<file path="src/prs_pkg.sv">
// Package: constants for the program counter and return stack block
package prs_pkg;

  // ==========================================================
  // Widths
  localparam int PC_W = 21;
  localparam int SP_W = 5;
  localparam int STACK_DEPTH = 31;

  // ==========================================================
  // Vectors
  localparam logic [20:0] RESET_VECTOR = 21'h000000;
  localparam logic [20:0] HIGH_VECTOR = 21'h000008;
  localparam logic [20:0] LOW_VECTOR = 21'h000018;
  localparam logic [20:0] PC_STEP = 21'h000002;
  localparam logic [20:0] MEM_TOP_DEFAULT = 21'h01ffff;

  // ==========================================================
  // Register offsets on the software port
  localparam logic [3:0] REG_PC_LOW = 4'h0;
  localparam logic [3:0] REG_PC_HIGH_LATCH = 4'h1;
  localparam logic [3:0] REG_PC_UPPER_LATCH = 4'h2;
  localparam logic [3:0] REG_STACK_PTR = 4'h3;
  localparam logic [3:0] REG_TOP_LOW = 4'h4;
  localparam logic [3:0] REG_TOP_HIGH = 4'h5;
  localparam logic [3:0] REG_TOP_UPPER = 4'h6;
  localparam logic [3:0] REG_CONFIG_ONE_LO = 4'h8;
  localparam logic [3:0] REG_CONFIG_ONE_HI = 4'h9;
  localparam logic [3:0] REG_CONFIG_TWO_LO = 4'ha;
  localparam logic [3:0] REG_CONFIG_TWO_HI = 4'hb;
  localparam logic [3:0] REG_CONFIG_THREE_LO = 4'hc;
  localparam logic [3:0] REG_CONFIG_THREE_HI = 4'hd;

  // ==========================================================
  // Stack pointer register fields
  localparam int FULL_BIT = 7;
  localparam int UNDER_BIT = 6;
  localparam logic [4:0] SP_MAX = 5'h1f;
  localparam logic [4:0] SP_RESET = 5'h00;
  // Overflow-reset enable sits in bit 0 of config word one low byte
  localparam int OVF_RESET_EN_BIT = 0;
  localparam logic [2:0] CFG_WORDS = 3'h4;

  // Config copy sequencer states
  typedef enum logic [1:0] {PRS_CFG_READ, PRS_CFG_RUN} prs_cfg_state_t;

endpackage

</file>
<file path="src/prs_stack_mem.sv">
// Return stack storage: 31 entries, index 1..31, index 0 has no storage
`timescale 1ns/1ps
module prs_stack_mem #(
  parameter int DEPTH = 31,
  parameter int WIDTH = 21
)(
  input wire logic clk,
  input wire logic reset_n,
  input wire logic [4:0] rd_idx,
  output logic [WIDTH-1:0] rd_data,
  input wire logic wr_en,
  input wire logic [4:0] wr_idx,
  input wire logic [WIDTH-1:0] wr_data,
  input wire logic [WIDTH-1:0] wr_mask
);
  // Entry array in flip-flops
  logic [WIDTH-1:0] mem_r [1:DEPTH];
  logic [WIDTH-1:0] mem_nxt [1:DEPTH];

  // ==========================================================
  // Read: index zero reads zero, giving the underflow value
  always_comb
  begin
    rd_data = '0;
    if (rd_idx != 5'h00 && int'(rd_idx) <= DEPTH)
      rd_data = mem_r[rd_idx];
  end

  // ==========================================================
  // Masked write of one entry, others untouched
  always_comb
  begin
    for (int i = 1; i <= DEPTH; i++)
    begin
      mem_nxt[i] = mem_r[i];
      if (wr_en && int'(wr_idx) == i)
        mem_nxt[i] = (mem_r[i] & ~wr_mask) | (wr_data & wr_mask);
    end
  end

  // Register stage
  always_ff @(posedge clk or negedge reset_n)
  begin
    if (!reset_n)
    begin
      for (int i = 1; i <= DEPTH; i++)
        mem_r[i] <= '0;
    end
    else
    begin
      for (int i = 1; i <= DEPTH; i++)
        mem_r[i] <= mem_nxt[i];
    end
  end
endmodule

</file>
<file path="src/prs_config_loader.sv">
// Reset-time copier of the top program words into configuration bytes
`timescale 1ns/1ps
module prs_config_loader #(
  parameter logic [20:0] MEM_TOP = 21'h01ffff
)(
  input wire logic clk,
  input wire logic reset_n,
  output logic [20:0] cfg_addr,
  output logic cfg_req,
  input wire logic [15:0] cfg_word,
  output logic [47:0] cfg_bytes,
  output logic cfg_done
);
  // Copy state
  prs_pkg::prs_cfg_state_t state_r, state_nxt;
  logic [2:0] idx_r, idx_nxt;
  logic [47:0] bytes_r, bytes_nxt;
  logic pend_r, pend_nxt;
  logic [20:0] addr_r, addr_nxt;           // Registered read address
  logic req_r, req_nxt;                    // Registered read request
  logic done_r, done_nxt;                  // Registered copy-done flag

  // ==========================================================
  // Words read in ascending order; word four is fetched but dropped
  always_comb
  begin
    state_nxt = state_r;
    idx_nxt = idx_r;
    bytes_nxt = bytes_r;
    pend_nxt = 1'b0;
    case (state_r)
      prs_pkg::PRS_CFG_READ:
      begin
        if (pend_r)
        begin
          // Low byte at lower address, word one first
          if (idx_r < 3'h3)
            bytes_nxt[idx_r*16 +: 16] = cfg_word;
          idx_nxt = idx_r + 3'h1;
          if (idx_r == prs_pkg::CFG_WORDS - 3'h1)
            state_nxt = prs_pkg::PRS_CFG_RUN;
        end
        else
          pend_nxt = 1'b1;
      end
      prs_pkg::PRS_CFG_RUN: state_nxt = prs_pkg::PRS_CFG_RUN;
      default: state_nxt = prs_pkg::PRS_CFG_READ;
    endcase
    // Pins decoded from the next state so they leave flip-flops
    // Top four words reserved: top-7 upward
    addr_nxt = MEM_TOP - 21'h000007 + {17'h0, idx_nxt, 1'b0};
    req_nxt = (state_nxt == prs_pkg::PRS_CFG_READ);
    done_nxt = (state_nxt == prs_pkg::PRS_CFG_RUN);
  end

  // Register stage
  always_ff @(posedge clk or negedge reset_n)
  begin
    if (!reset_n)
    begin
      state_r <= prs_pkg::PRS_CFG_READ;
      idx_r <= 3'h0;
      bytes_r <= 48'h000000000001;
      pend_r <= 1'b0;
      addr_r <= MEM_TOP - 21'h000007;
      req_r <= 1'b1;
      done_r <= 1'b0;
    end
    else
    begin
      state_r <= state_nxt;
      idx_r <= idx_nxt;
      bytes_r <= bytes_nxt;
      pend_r <= pend_nxt;
      addr_r <= addr_nxt;
      req_r <= req_nxt;
      done_r <= done_nxt;
    end
  end

  // Outputs straight from the registers
  assign cfg_addr = addr_r;
  assign cfg_req = req_r;
  assign cfg_bytes = bytes_r;
  assign cfg_done = done_r;
endmodule

</file>
<file path="src/prs_core.sv">
// Program counter, latches and return stack of the core
//
// Contract
// - 21-bit counter; above memory fetches read zero
// - Reset loads counter with vector zero
// - Interrupts vector to 0008h or 0018h
// - Top four program words hold configuration
// - Reset copies configuration words into registers
// - Configuration bytes ascending; fourth word reserved
// - Counter in three bytes, only low accessible
// - Low-byte write loads both latches into counter
// - Low-byte read copies upper bytes to latches
// - Bit zero forced low; step by two
// - Calls, gotos, branches load counter directly
// - Stack is 31 by 21, 5-bit pointer
// - Push on calls/interrupts; pop on returns
// - Calls and returns leave latches alone
// - Push increments first; pop reads then decrements
// - Pointer zero after reset, no entry zero
// - Top entry and pointer software accessible
// - Full flag after 31 pushes, software clears
// - Overflow reset stores, flags, resets, pointer zero
// - No overflow reset: pointer sticks at 31
// - Empty pop loads zero, sets underflow flag
// - Pointer register: full, underflow, zero, pointer
`timescale 1ns/1ps
module prs_core #(
  parameter logic [20:0] MEM_TOP = prs_pkg::MEM_TOP_DEFAULT
)(
  input wire logic clk,
  input wire logic reset_n,
  // Execution unit commands, one-cycle pulses
  input wire logic step,
  input wire logic jump,
  input wire logic [20:0] jump_addr,
  input wire logic call,
  input wire logic ret,
  input wire logic irq_high,
  input wire logic irq_low,
  input wire logic ext_set_en,
  input wire logic link_ret,
  // Software register port
  input wire logic [3:0] reg_addr,
  input wire logic [7:0] reg_wdata,
  input wire logic reg_wr,
  input wire logic reg_rd,
  output logic [7:0] reg_rdata,
  // Program memory side
  output logic [20:0] fetch_addr,
  output logic fetch_blank,
  output logic [20:0] cfg_addr,
  output logic cfg_req,
  input wire logic [15:0] cfg_word,
  output logic cfg_ready,
  output logic [47:0] config_bytes,
  output logic stack_reset_req
);
  // ==========================================================
  // State declarations
  logic [20:0] pc_r, pc_nxt;               // Program counter
  logic [7:0] pc_high_latch_r, pc_high_latch_nxt;
  logic [4:0] pc_upper_latch_r, pc_upper_latch_nxt;
  logic [4:0] sp_r, sp_nxt;                // Stack pointer value
  logic stack_full_flag_r, stack_full_flag_nxt;
  logic stack_underflow_flag_r, stack_underflow_flag_nxt;
  logic [7:0] rdata_r, rdata_nxt;
  logic blank_r, blank_nxt;
  logic srst_r, srst_nxt;                  // Device reset request pulse
  logic soft_rst_r;                        // Delayed reset for counter
  logic [20:0] top_data;                   // Entry under the pointer
  logic st_wr;
  logic [4:0] st_idx;
  logic [20:0] st_data, st_mask;
  logic [47:0] cfg_bytes;
  logic cfg_done;
  logic ovf_reset_en;
  logic push;
  logic pop;
  logic [20:0] pc_plus;

  // ==========================================================
  // Submodules
  // Stack storage
  prs_stack_mem #(.DEPTH(prs_pkg::STACK_DEPTH), .WIDTH(prs_pkg::PC_W)) u_mem (
    .clk(clk),
    .reset_n(reset_n),
    .rd_idx(sp_r),
    .rd_data(top_data),
    .wr_en(st_wr),
    .wr_idx(st_idx),
    .wr_data(st_data),
    .wr_mask(st_mask)
  );

  // Configuration copy after reset
  prs_config_loader #(.MEM_TOP(MEM_TOP)) u_cfg (
    .clk(clk),
    .reset_n(reset_n),
    .cfg_addr(cfg_addr),
    .cfg_req(cfg_req),
    .cfg_word(cfg_word),
    .cfg_bytes(cfg_bytes),
    .cfg_done(cfg_done)
  );

  // Overflow-reset enable from config word one, default set
  assign ovf_reset_en = cfg_bytes[prs_pkg::OVF_RESET_EN_BIT];
  // Link returns pop only with the extended set enabled
  assign push = call | irq_high | irq_low;
  assign pop = ret | (link_ret & ext_set_en);
  // Return address: next sequential word
  assign pc_plus = pc_r + prs_pkg::PC_STEP;

  // ==========================================================
  // Next-state logic: counter, latches, stack, flags
  // Priority: device reset, interrupt, push, pop, jump, sw, step
  always_comb
  begin
    pc_nxt = pc_r;
    pc_high_latch_nxt = pc_high_latch_r;
    pc_upper_latch_nxt = pc_upper_latch_r;
    sp_nxt = sp_r;
    stack_full_flag_nxt = stack_full_flag_r;
    stack_underflow_flag_nxt = stack_underflow_flag_r;
    srst_nxt = 1'b0;
    st_wr = 1'b0;
    st_idx = sp_r;
    st_data = '0;
    st_mask = '0;
    rdata_nxt = 8'h00;

    // Software writes first so hardware events other than a step win after
    if (reg_wr)
    begin
      case (reg_addr)
        prs_pkg::REG_PC_LOW:
          // Latches move into counter, bit 0 kept clear
          pc_nxt = {pc_upper_latch_r, pc_high_latch_r, reg_wdata[7:1], 1'b0};
        prs_pkg::REG_PC_HIGH_LATCH: pc_high_latch_nxt = reg_wdata;
        prs_pkg::REG_PC_UPPER_LATCH: pc_upper_latch_nxt = reg_wdata[4:0];
        prs_pkg::REG_STACK_PTR:
        begin
          // Flags clear-only by software, pointer writable
          sp_nxt = reg_wdata[4:0];
          if (!reg_wdata[prs_pkg::FULL_BIT])
            stack_full_flag_nxt = 1'b0;
          if (!reg_wdata[prs_pkg::UNDER_BIT])
            stack_underflow_flag_nxt = 1'b0;
        end
        prs_pkg::REG_TOP_LOW:
        begin
          // Patch pointed entry only
          st_wr = 1'b1;
          st_data = {13'h0, reg_wdata};
          st_mask = 21'h0000ff;
        end
        prs_pkg::REG_TOP_HIGH:
        begin
          st_wr = 1'b1;
          st_data = {5'h0, reg_wdata, 8'h00};
          st_mask = 21'h00ff00;
        end
        prs_pkg::REG_TOP_UPPER:
        begin
          st_wr = 1'b1;
          st_data = {reg_wdata[4:0], 16'h0000};
          st_mask = 21'h1f0000;
        end
        default: ;
      endcase
    end

    // Reads: low byte copies upper bytes to latches
    if (reg_rd)
    begin
      case (reg_addr)
        prs_pkg::REG_PC_LOW:
        begin
          rdata_nxt = pc_r[7:0];
          pc_high_latch_nxt = pc_r[15:8];
          pc_upper_latch_nxt = pc_r[20:16];
        end
        prs_pkg::REG_PC_HIGH_LATCH: rdata_nxt = pc_high_latch_r;
        prs_pkg::REG_PC_UPPER_LATCH: rdata_nxt = {3'h0, pc_upper_latch_r};
        // Bit 5 reads zero
        prs_pkg::REG_STACK_PTR:
          rdata_nxt = {stack_full_flag_r, stack_underflow_flag_r, 1'b0, sp_r};
        prs_pkg::REG_TOP_LOW: rdata_nxt = top_data[7:0];
        prs_pkg::REG_TOP_HIGH: rdata_nxt = top_data[15:8];
        prs_pkg::REG_TOP_UPPER: rdata_nxt = {3'h0, top_data[20:16]};
        prs_pkg::REG_CONFIG_ONE_LO: rdata_nxt = cfg_bytes[7:0];
        prs_pkg::REG_CONFIG_ONE_HI: rdata_nxt = cfg_bytes[15:8];
        prs_pkg::REG_CONFIG_TWO_LO: rdata_nxt = cfg_bytes[23:16];
        prs_pkg::REG_CONFIG_TWO_HI: rdata_nxt = cfg_bytes[31:24];
        prs_pkg::REG_CONFIG_THREE_LO: rdata_nxt = cfg_bytes[39:32];
        prs_pkg::REG_CONFIG_THREE_HI: rdata_nxt = cfg_bytes[47:40];
        default: rdata_nxt = 8'h00;
      endcase
    end

    // Core updates; latches untouched here
    if (!cfg_done)
      pc_nxt = prs_pkg::RESET_VECTOR;
    else if (soft_rst_r)
      pc_nxt = prs_pkg::RESET_VECTOR;   // Stack overflow reset
    else if (push)
    begin
      // Increment first, then write next address
      if (sp_r == prs_pkg::SP_MAX)
      begin
        // Pointer held, entry 31 untouched
        stack_full_flag_nxt = 1'b1;
        sp_nxt = prs_pkg::SP_MAX;     // Push outranks a pointer write
      end
      else
      begin
        sp_nxt = sp_r + 5'h01;
        st_wr = 1'b1;
        st_idx = sp_r + 5'h01;
        st_data = pc_plus;
        st_mask = '1;
        if (sp_r + 5'h01 == prs_pkg::SP_MAX)
        begin
          stack_full_flag_nxt = 1'b1;
          if (ovf_reset_en)
          begin
            // Store PC+2, flag, reset device, pointer zero
            sp_nxt = prs_pkg::SP_RESET;
            srst_nxt = 1'b1;
          end
        end
      end
      // Vector or call target
      if (irq_high)
        pc_nxt = prs_pkg::HIGH_VECTOR;
      else if (irq_low)
        pc_nxt = prs_pkg::LOW_VECTOR;
      else
        pc_nxt = {jump_addr[20:1], 1'b0};
    end
    else if (pop)
    begin
      // Read pointed entry then decrement; empty pops zero
      pc_nxt = {top_data[20:1], 1'b0};
      if (sp_r == prs_pkg::SP_RESET)
      begin
        stack_underflow_flag_nxt = 1'b1;
        sp_nxt = prs_pkg::SP_RESET;   // Pop outranks a pointer write
      end
      else
        sp_nxt = sp_r - 5'h01;
    end
    else if (jump)
      pc_nxt = {jump_addr[20:1], 1'b0};   // Direct load
    else if (step && !(reg_wr && reg_addr == prs_pkg::REG_PC_LOW))
      pc_nxt = pc_plus;                   // Word step; low-byte write wins
  end

  // ==========================================================
  // Registers; flags survive stack-overflow reset, clear on POR
  always_ff @(posedge clk or negedge reset_n)
  begin
    if (!reset_n)
    begin
      pc_r <= prs_pkg::RESET_VECTOR;
      pc_high_latch_r <= 8'h00;
      pc_upper_latch_r <= 5'h00;
      sp_r <= prs_pkg::SP_RESET;
      stack_full_flag_r <= 1'b0;
      stack_underflow_flag_r <= 1'b0;
      rdata_r <= 8'h00;
      blank_r <= 1'b0;
      srst_r <= 1'b0;
      soft_rst_r <= 1'b0;
    end
    else
    begin
      pc_r <= pc_nxt;
      pc_high_latch_r <= pc_high_latch_nxt;
      pc_upper_latch_r <= pc_upper_latch_nxt;
      sp_r <= sp_nxt;
      stack_full_flag_r <= stack_full_flag_nxt;
      stack_underflow_flag_r <= stack_underflow_flag_nxt;
      rdata_r <= rdata_nxt;
      blank_r <= blank_nxt;
      srst_r <= srst_nxt;
      soft_rst_r <= srst_nxt;
    end
  end

  // Beyond implemented memory the fetch reads as zero
  assign blank_nxt = (pc_nxt > MEM_TOP);

  assign reg_rdata = rdata_r;
  assign fetch_addr = pc_r;
  assign fetch_blank = blank_r;
  assign cfg_ready = cfg_done;
  assign config_bytes = cfg_bytes;
  assign stack_reset_req = srst_r;

  // ==========================================================
  // Assertions
  property p_align;
    @(posedge clk) disable iff (!reset_n) pc_r[0] == 1'b0;
  endproperty
  a_align: assert property (p_align) else $error("counter misaligned");

  property p_step;
    @(posedge clk) disable iff (!reset_n)
      cfg_done && !soft_rst_r && step && !push && !pop && !jump && !reg_wr
      |=> pc_r == $past(pc_r) + 21'h000002;
  endproperty
  a_step: assert property (p_step) else $error("step not by two");

  property p_vec_high;
    @(posedge clk) disable iff (!reset_n)
      cfg_done && !soft_rst_r && irq_high |=> pc_r == 21'h000008;
  endproperty
  a_vec_high: assert property (p_vec_high) else $error("bad high vector");

  property p_vec_low;
    @(posedge clk) disable iff (!reset_n)
      cfg_done && !soft_rst_r && irq_low && !irq_high |=> pc_r == 21'h000018;
  endproperty
  a_vec_low: assert property (p_vec_low) else $error("bad low vector");

  property p_push_sp;
    @(posedge clk) disable iff (!reset_n)
      cfg_done && !soft_rst_r && push && sp_r < 5'h1e
      |=> sp_r == $past(sp_r) + 5'h01 && top_data == $past(pc_plus);
  endproperty
  a_push_sp: assert property (p_push_sp) else $error("push mismatch");

  property p_underflow;
    @(posedge clk) disable iff (!reset_n)
      cfg_done && !soft_rst_r && !push && pop && sp_r == 5'h00
      |=> stack_underflow_flag_r && sp_r == 5'h00 && pc_r == 21'h000000;
  endproperty
  a_underflow: assert property (p_underflow) else $error("underflow wrong");

  property p_overflow;
    @(posedge clk) disable iff (!reset_n)
      cfg_done && !soft_rst_r && push && sp_r == 5'h1e && ovf_reset_en
      |=> stack_full_flag_r && sp_r == 5'h00 && stack_reset_req
      ##1 pc_r == 21'h000000;
  endproperty
  a_overflow: assert property (p_overflow) else $error("overflow reset wrong");

  property p_stick;
    @(posedge clk) disable iff (!reset_n)
      cfg_done && !soft_rst_r && push && sp_r == 5'h1f |=> sp_r == 5'h1f;
  endproperty
  a_stick: assert property (p_stick) else $error("pointer left 31");

  property p_latch;
    @(posedge clk) disable iff (!reset_n)
      (push || pop) && !reg_wr && !reg_rd
      |=> $stable(pc_high_latch_r) && $stable(pc_upper_latch_r);
  endproperty
  a_latch: assert property (p_latch) else $error("latch disturbed");

  c_call: cover property (@(posedge clk) disable iff (!reset_n) call ##[1:20] ret);
  c_full: cover property (@(posedge clk) disable iff (!reset_n) $rose(stack_full_flag_r));
  c_under: cover property (@(posedge clk) disable iff (!reset_n) $rose(stack_underflow_flag_r));
  c_pcl: cover property (@(posedge clk) disable iff (!reset_n) reg_wr && reg_addr == 4'h0);
endmodule

</file>
<file path="config.mk">
export PLATFORM = sky130hd
export DESIGN_NAME = prs_core
export DESIGN_NICKNAME = d
export VERILOG_FILES = /design/src/prs_pkg.sv /design/src/prs_stack_mem.sv /design/src/prs_config_loader.sv /design/src/prs_core.sv
export SDC_FILE = /design/constraint.sdc
export NUM_CORES = 1
export LEC_CHECK = 0
export ABC_AREA = 1
export BUFFER_PORTS_ARGS = -buffer_cell sky130_fd_sc_hd__buf_2
export CELL_PAD_IN_SITES_DETAIL_PLACEMENT = 0
export CELL_PAD_IN_SITES_GLOBAL_PLACEMENT = 1
export CORE_ASPECT_RATIO = 1.75
export CORE_MARGIN = 2
export CORE_UTILIZATION = 40
export CTS_CLUSTER_SIZE = 20
export DETAILED_ROUTE_END_ITERATION = 12
export PLACE_DENSITY = 0.77
export SYNTH_ARGS = -nofsm -noshare
export SYNTH_HDL_FRONTEND = slang
export SYNTH_SLANG_ARGS = --single-unit
</file>
<file path="constraint.sdc">
create_clock -name clk -period 6.5 [get_ports clk]
set_clock_uncertainty 0.1 [all_clocks]
set_input_delay 1.3 -clock clk [delete_from_list [all_inputs] [get_ports clk]]
set_output_delay 1.3 -clock clk [all_outputs]
set_load 0.02 [all_outputs]
</file>
# Yosys cells after proc, flatten, opt, wreduce, memory -nomap -nowiden
# Cells that the tools add are included.
totals:
  reg_bits: 779
  inputBits: 61
  output_inout_bits: 102
classes:
  order_cmp: 3
  n_bitwise: 69
  n_mux: 86
  eq_ne: 48
  shifts: 2
  add_sub_neg: 6
  reduce_logical: 41
op_table:
  columns: ["op", "count"]
  rows:
  - ["21-bit AND", 32]
  - ["21-bit OR", 31]
  - ["21-bit two-way mux", 23]
  - ["21-bit case mux with 3 select lines", 2]
  - ["21-bit binary-select mux with 5-bit select", 1]
  - ["8-bit case mux with 13 select lines", 1]
  - ["5-bit == test (second input constant)", 18]
  - ["5-bit two-way mux", 18]
  - ["48-bit bitwise mux", 1]
  - ["16-bit by 34-bit variable shift with 48-bit output (first input constant)", 1]
  - ["16-bit by 34-bit variable part select with 48-bit output", 1]
  - ["5-bit by 4-bit == test with 1-bit output (second input constant)", 8]
  - ["8-bit two-way mux", 5]
  - ["7-bit negation with 34-bit output", 1]
  - ["1-bit logical AND", 33]
  - ["1-bit two-way mux", 30]
  - ["4-bit == test (second input constant)", 6]
  - ["21-bit by 2-bit adder with 21-bit output (second input constant)", 1]
  - ["21-bit by 17-bit > comparator with 1-bit output (second input constant)", 1]
  - ["21-bit inverter", 1]
  - ["5-bit by 3-bit == test with 1-bit output (second input constant)", 4]
  - ["17-bit by 4-bit adder with 18-bit output (first input constant)", 1]
  - ["4-bit by 3-bit == test with 1-bit output (second input constant)", 3]
  - ["5-bit by 2-bit == test with 1-bit output (second input constant)", 2]
  - ["23 further kinds", 30]

# Depth between registers and ports, before layout
logic_depth:
  ltp_word: 11
  mapped_depth: 20
  mapped_depth_nobuf: 17

# By module
# Synthesis repeated with hierarchy kept, for this count alone.
hier_totals:
  hier_cells: 5359
  hier_area_um2: 40346.2
by_module_without_submodules:
  columns: ["module", "cells_each", "area_per_inst_um2", "n_inst"]
  rows:
  - ["prs_stack_mem", 4329, 32826.5, 1]
  - ["prs_core", 706, 4689.5, 1]
  - ["prs_config_loader", 324, 2830.2, 1]

# Worst setup path after synthesis
# Ideal clock, no wire load.
synth_path:
  path_type: "reg-to-reg"
  start: "register sp_r[2]"
  end: "register with a tool-made name"
  t_required_ns: 6.268
  t_arrival_ns: 2.962
  stages_incl_launch_ff: 18
  path_buffers: 5
  slack_ns: 3.306
  path_cell_list: "dfrtp_1 buf_2 buf_1 clkbuf_1 nand3_1 inv_1 ha_1 nor2_4 buf_6 o21ai_2 inv_2 nor2_4 inv_2 nor2_4 nand2_1 buf_2 nand2_1 o21ai_1"
synth_lines:
  columns: ["element", "line", "text"]
  rows:
  - ["start: declaration", "prs_core.sv:63", "logic [4:0] sp_r, sp_nxt;"]
  - ["start signal: assignment", "prs_core.sv:268", "sp_r <= prs_pkg::SP_RESET;"]
  - ["start signal: assignment", "prs_core.sv:281", "sp_r <= sp_nxt;"]

==> run summary <==
The detailed-route vias per instance came out at about 5.5. The overall die width came out at 234 um. In the final layout, flip-flops and latches occupy about 0.019 sq mm.

The timing-limited maximum frequency is between 0.2 and 0.25 GHz. The post-synthesis instance total came out at between 4,000 and 5,000. The met3 wire length came out at 7130 um. For this configuration, the core starts out at a cell density of 0.403.

The path with the worst hold slack has its endpoint at u_cfg.pend_r. No sink is reached through more buffers than the 3 on the longest clock path. The post-route fraction of the period consumed by the critical path is 0.626.

The clock insertion delay at the later pin of the skew report came out at 660 ps. The maximum ir drop on the vdd rail came out at 0.000257 V. The leading cell type by number of instances after synthesis is sky130_fd_sc_hd__nand2_1.

During synthesis, Yosys emitted a total of 0 warnings. Compared with the post-synthesis result, the final layout area differs by 11.0%. In the final design database the tool counted between 4,000 and 5,000 nets. Yosys attributes the largest share of cell area to sky130_fd_sc_hd__dfrtp_1 (51%), sky130_fd_sc_hd__nand2_1 (15%), sky130_fd_sc_hd__o21ai_0 (7.4%). The maximum level of the CTS H-tree is 3. The top-area cell type share of the netlist area is 0.513. The final layout contains routed wiring with a total length of between 100,000 and 150,000 um. The layout has approximately 9,300 filler cells. The number of buffers and inverters on the critical path is 5. The remaining design rule violation count is 0.

The number of hold violations in the final report came to 0. The kind of cell with the highest combined delay along the critical path is simple AND/OR/NAND/NOR gates. The clock drives 759 sinks. Global routing finished with a remaining overflow of 0.

In this run the critical register-to-register path is launched from sp_r[1]. The longest individual stage delay on the worst path came out at between 400 and 500 ps. The count of buffers inserted at the top-level ports is approximately 160. The largest total area in the synthesized netlist belongs to sky130_fd_sc_hd__dfrtp_1. The number of buffers inserted during clock tree synthesis is 72. The overall fraction of global-route tracks in use is 0.287. The depth of the worst hold-timing path is 1. The launch instance of the worst min-delay path is u_cfg.pend_r. The overall die area came out at 0.0948 sq mm. The critical-path maximum fanout came out at 19. Counting flops with a built-in enable in the synthesized netlist gives 0. The detailed router put a total of about 50,000 um of wire on met1. The number of vias after detailed routing is approximately 33,000. The number of hold buffers added after cts is 0. The mean cell area of the mapped netlist is just under 8 sq um.

Setup repair after global routing left no endpoint under its margin. The flop-to-flop setup slack came out at roughly 2500 ps. The tightest min-delay check is of the register to register type.

The master cell of the clock root buffer is sky130_fd_sc_hd__clkbuf_16. Sorting the synthesized cells by how often they occur yields sky130_fd_sc_hd__nand2_1 (1,510), sky130_fd_sc_hd__dfrtp_1 (756), sky130_fd_sc_hd__o21ai_0 (548). The run finished with clean final reports. Summing internal, switching and leakage power gives roughly 15,000 uW. The floorplan step defined a core boundary enclosing around 0.092 sq mm. The async set-or-reset flop fraction in the synthesized netlist is 1.00. Among all stages on the critical path, the largest delay is contributed by sky130_fd_sc_hd__nor2_1. The total length of routed met2 wires came out at around 67,000 um. Of the cells placed in the final design, the portion with a size suffix greater than 1 is 0.100. The site row count came out at around 150.

The worst setup path is captured at a register. The count of final setup violators is 0. The detailed router used layers up to and including met4. The power density over cell area came out at between 300 and 400 mW/mm^2. The initial antenna violation count was 0. The actual transition at the worst max-transition pin came out at ~1100 ps.

From bottom edge to top edge, the die measures 406 um. Before antenna repair, the detailed router went through 6 iterations. In the final routed layout, each cell accounts on average for between 20 and 25 um.

In this run the critical register-to-register path is captured at reg_rdata[3]. The number of max-cap violations came out at 0. The cell area after synthesis is between 0.03 and 0.04 sq mm. The count of buffers added by post-CTS timing repair for setup came out at 0. The most numerous cell type found on the critical path is sky130_fd_sc_hd__nor2_1.

The final max-slew violation count came out at 0. The post-CTS resize count came out at 0. Yosys mapped the design onto 50 distinct sky130hd cell types. The logic depth of the worst register-to-register path is 10. The area occupied by multi-input gates came out at about 0.016 sq mm.

The global-route wire length before repair came out at 203,000 um. After clock tree synthesis, the clock-pin slew on the worst setup and hold paths is about 60 ps. The count of nets left with antenna violations after detail routing came out at 0. The maximum number of pins on one net before global-route repair is 150.

The required arrival time at the worst endpoint came out at approximately 6900 ps. The post-DP HPWL is 91,200 um. The critical path goes through buf_2, inv_2, nand2_4, nand2_4, nor2_4, buf_4, xor2_4, nor2_1, nand2_1, nor2_1, inv_2, nor2_1, inv_1, nand2_1, o21ai_1. The worst setup path is of the input pin to register kind. STA classifies the critical path startpoint as an input pin. The arrival time of data at the critical path endpoint came out at 4480 ps. For this design the static power due to leakage is roughly 0.019 uW. The I/O pin count is approximately 160. The via count of the first global-routing pass came out at ~32,000. The final critical path time including I/O delays and setup is around 4100 ps. The final-layout setup total negative slack is 0 ps. The worst max-slew margin expressed relative to the limit is 0.240. For this run, the leading register cell type out of synthesis is sky130_fd_sc_hd__dfrtp_1.

The placer's final routability congestion estimate came out at around 0.98. The register bit total from synthesis is around 760. The starting DRC count in detailed routing came out at 2,704. The clock tree from TritonCTS is done. The fraction of the yosys area taken by sequential cells came out at 0.515.
==> worst max-delay path by stage <==
stage | end | cells past startpoint | slack, ps | from
6_report | register | 15 | 2430 | call
5_1_grt | register | 15 | 2310 | call
4_1_cts | register | 15 | 2500 | sp_r[1]
3_5_place_dp | register | 15 | 1840 | call
3_3_place_gp | register | 15 | 1860 | call
2_1_floorplan | register | 17 | 3310 | sp_r[2]
==> logic make-up (layout without fill, tap and decap cells) <==
group,after synthesis,in the layout,share of synthesized area
compound gates,1206,1206,0.175
xor+xnor,18,18,0.00478
fa+ha+maj,13,13,0.00441
buf+inv,582,628,0.0643
flops,759,759,0.515
mux,14,14,0.00427
other cells,1,9,0.000102
simple gates,2097,2097,0.232
==> layer usage <==
metal / GRT usage / vias to the layer above
li1: - / 15400
met2: 0.496 / 1175
met3: 0.0413 / 385
met1: 0.330 / 15900
met5: 0 / -
met4: 0.187 / 0
==> layout make-up <==
type                       instances  area share
timing repair buffer             221      0.0333
clock buffer                     108      0.0535
multi-input combinational       3353       0.382
sequential                       759       0.464
inverter                         280      0.0258
tap                             1192      0.0364
clock inverter                    19     0.00519
antenna                            4    0.000244
==> stage by stage <==
step / setup WS (ps) / hold slack, ps / instances / utilization / area, sq um
after floorplan: 3310 / 324 / 4694 / - / 36900
after global placement: 1860 / 344 / 5805 / 0.421 / 38500
after detailed placement: 1840 / 348 / 5805 / 0.421 / 38500
after CTS: 2500 / 362 / 5932 / 0.447 / 41000
after global routing: 2310 / 394 / 5932 / 0.447 / 41000
final: 2430 / 356 / 5936 / 0.447 / 41000
==> where the power goes <==
| group | leakage, uW | internal [uW] | switching [uW] |
|---|---|---|---|
| logic | 0.00736 | 1140 | 3780 |
| clock network | 0.00119 | 2490 | 1930 |
| registers | 0.00997 | 4920 | 287 |
| total | 0.0185 | 8550 | 6000 |
==> cell usage in the layout (no fill, tap or decap), types with 35 or more instances in the layout <==
cell / n
sky130_fd_sc_hd__buf_2: 156
sky130_fd_sc_hd__clkbuf_16: 75
sky130_fd_sc_hd__dfrtp_1: 752
sky130_fd_sc_hd__o21ai_1: 333
sky130_fd_sc_hd__a21oi_1: 158
sky130_fd_sc_hd__inv_1: 242
sky130_fd_sc_hd__nand4_1: 50
sky130_fd_sc_hd__nor2_1: 245
sky130_fd_sc_hd__o21ai_0: 546
sky130_fd_sc_hd__nand2_1: 1510
sky130_fd_sc_hd__o211ai_1: 69
sky130_fd_sc_hd__nand3_1: 199
sky130_fd_sc_hd__a22oi_1: 35
sky130_fd_sc_hd__buf_4: 57
Note: power is estimated with default switching activity, not from simulation.
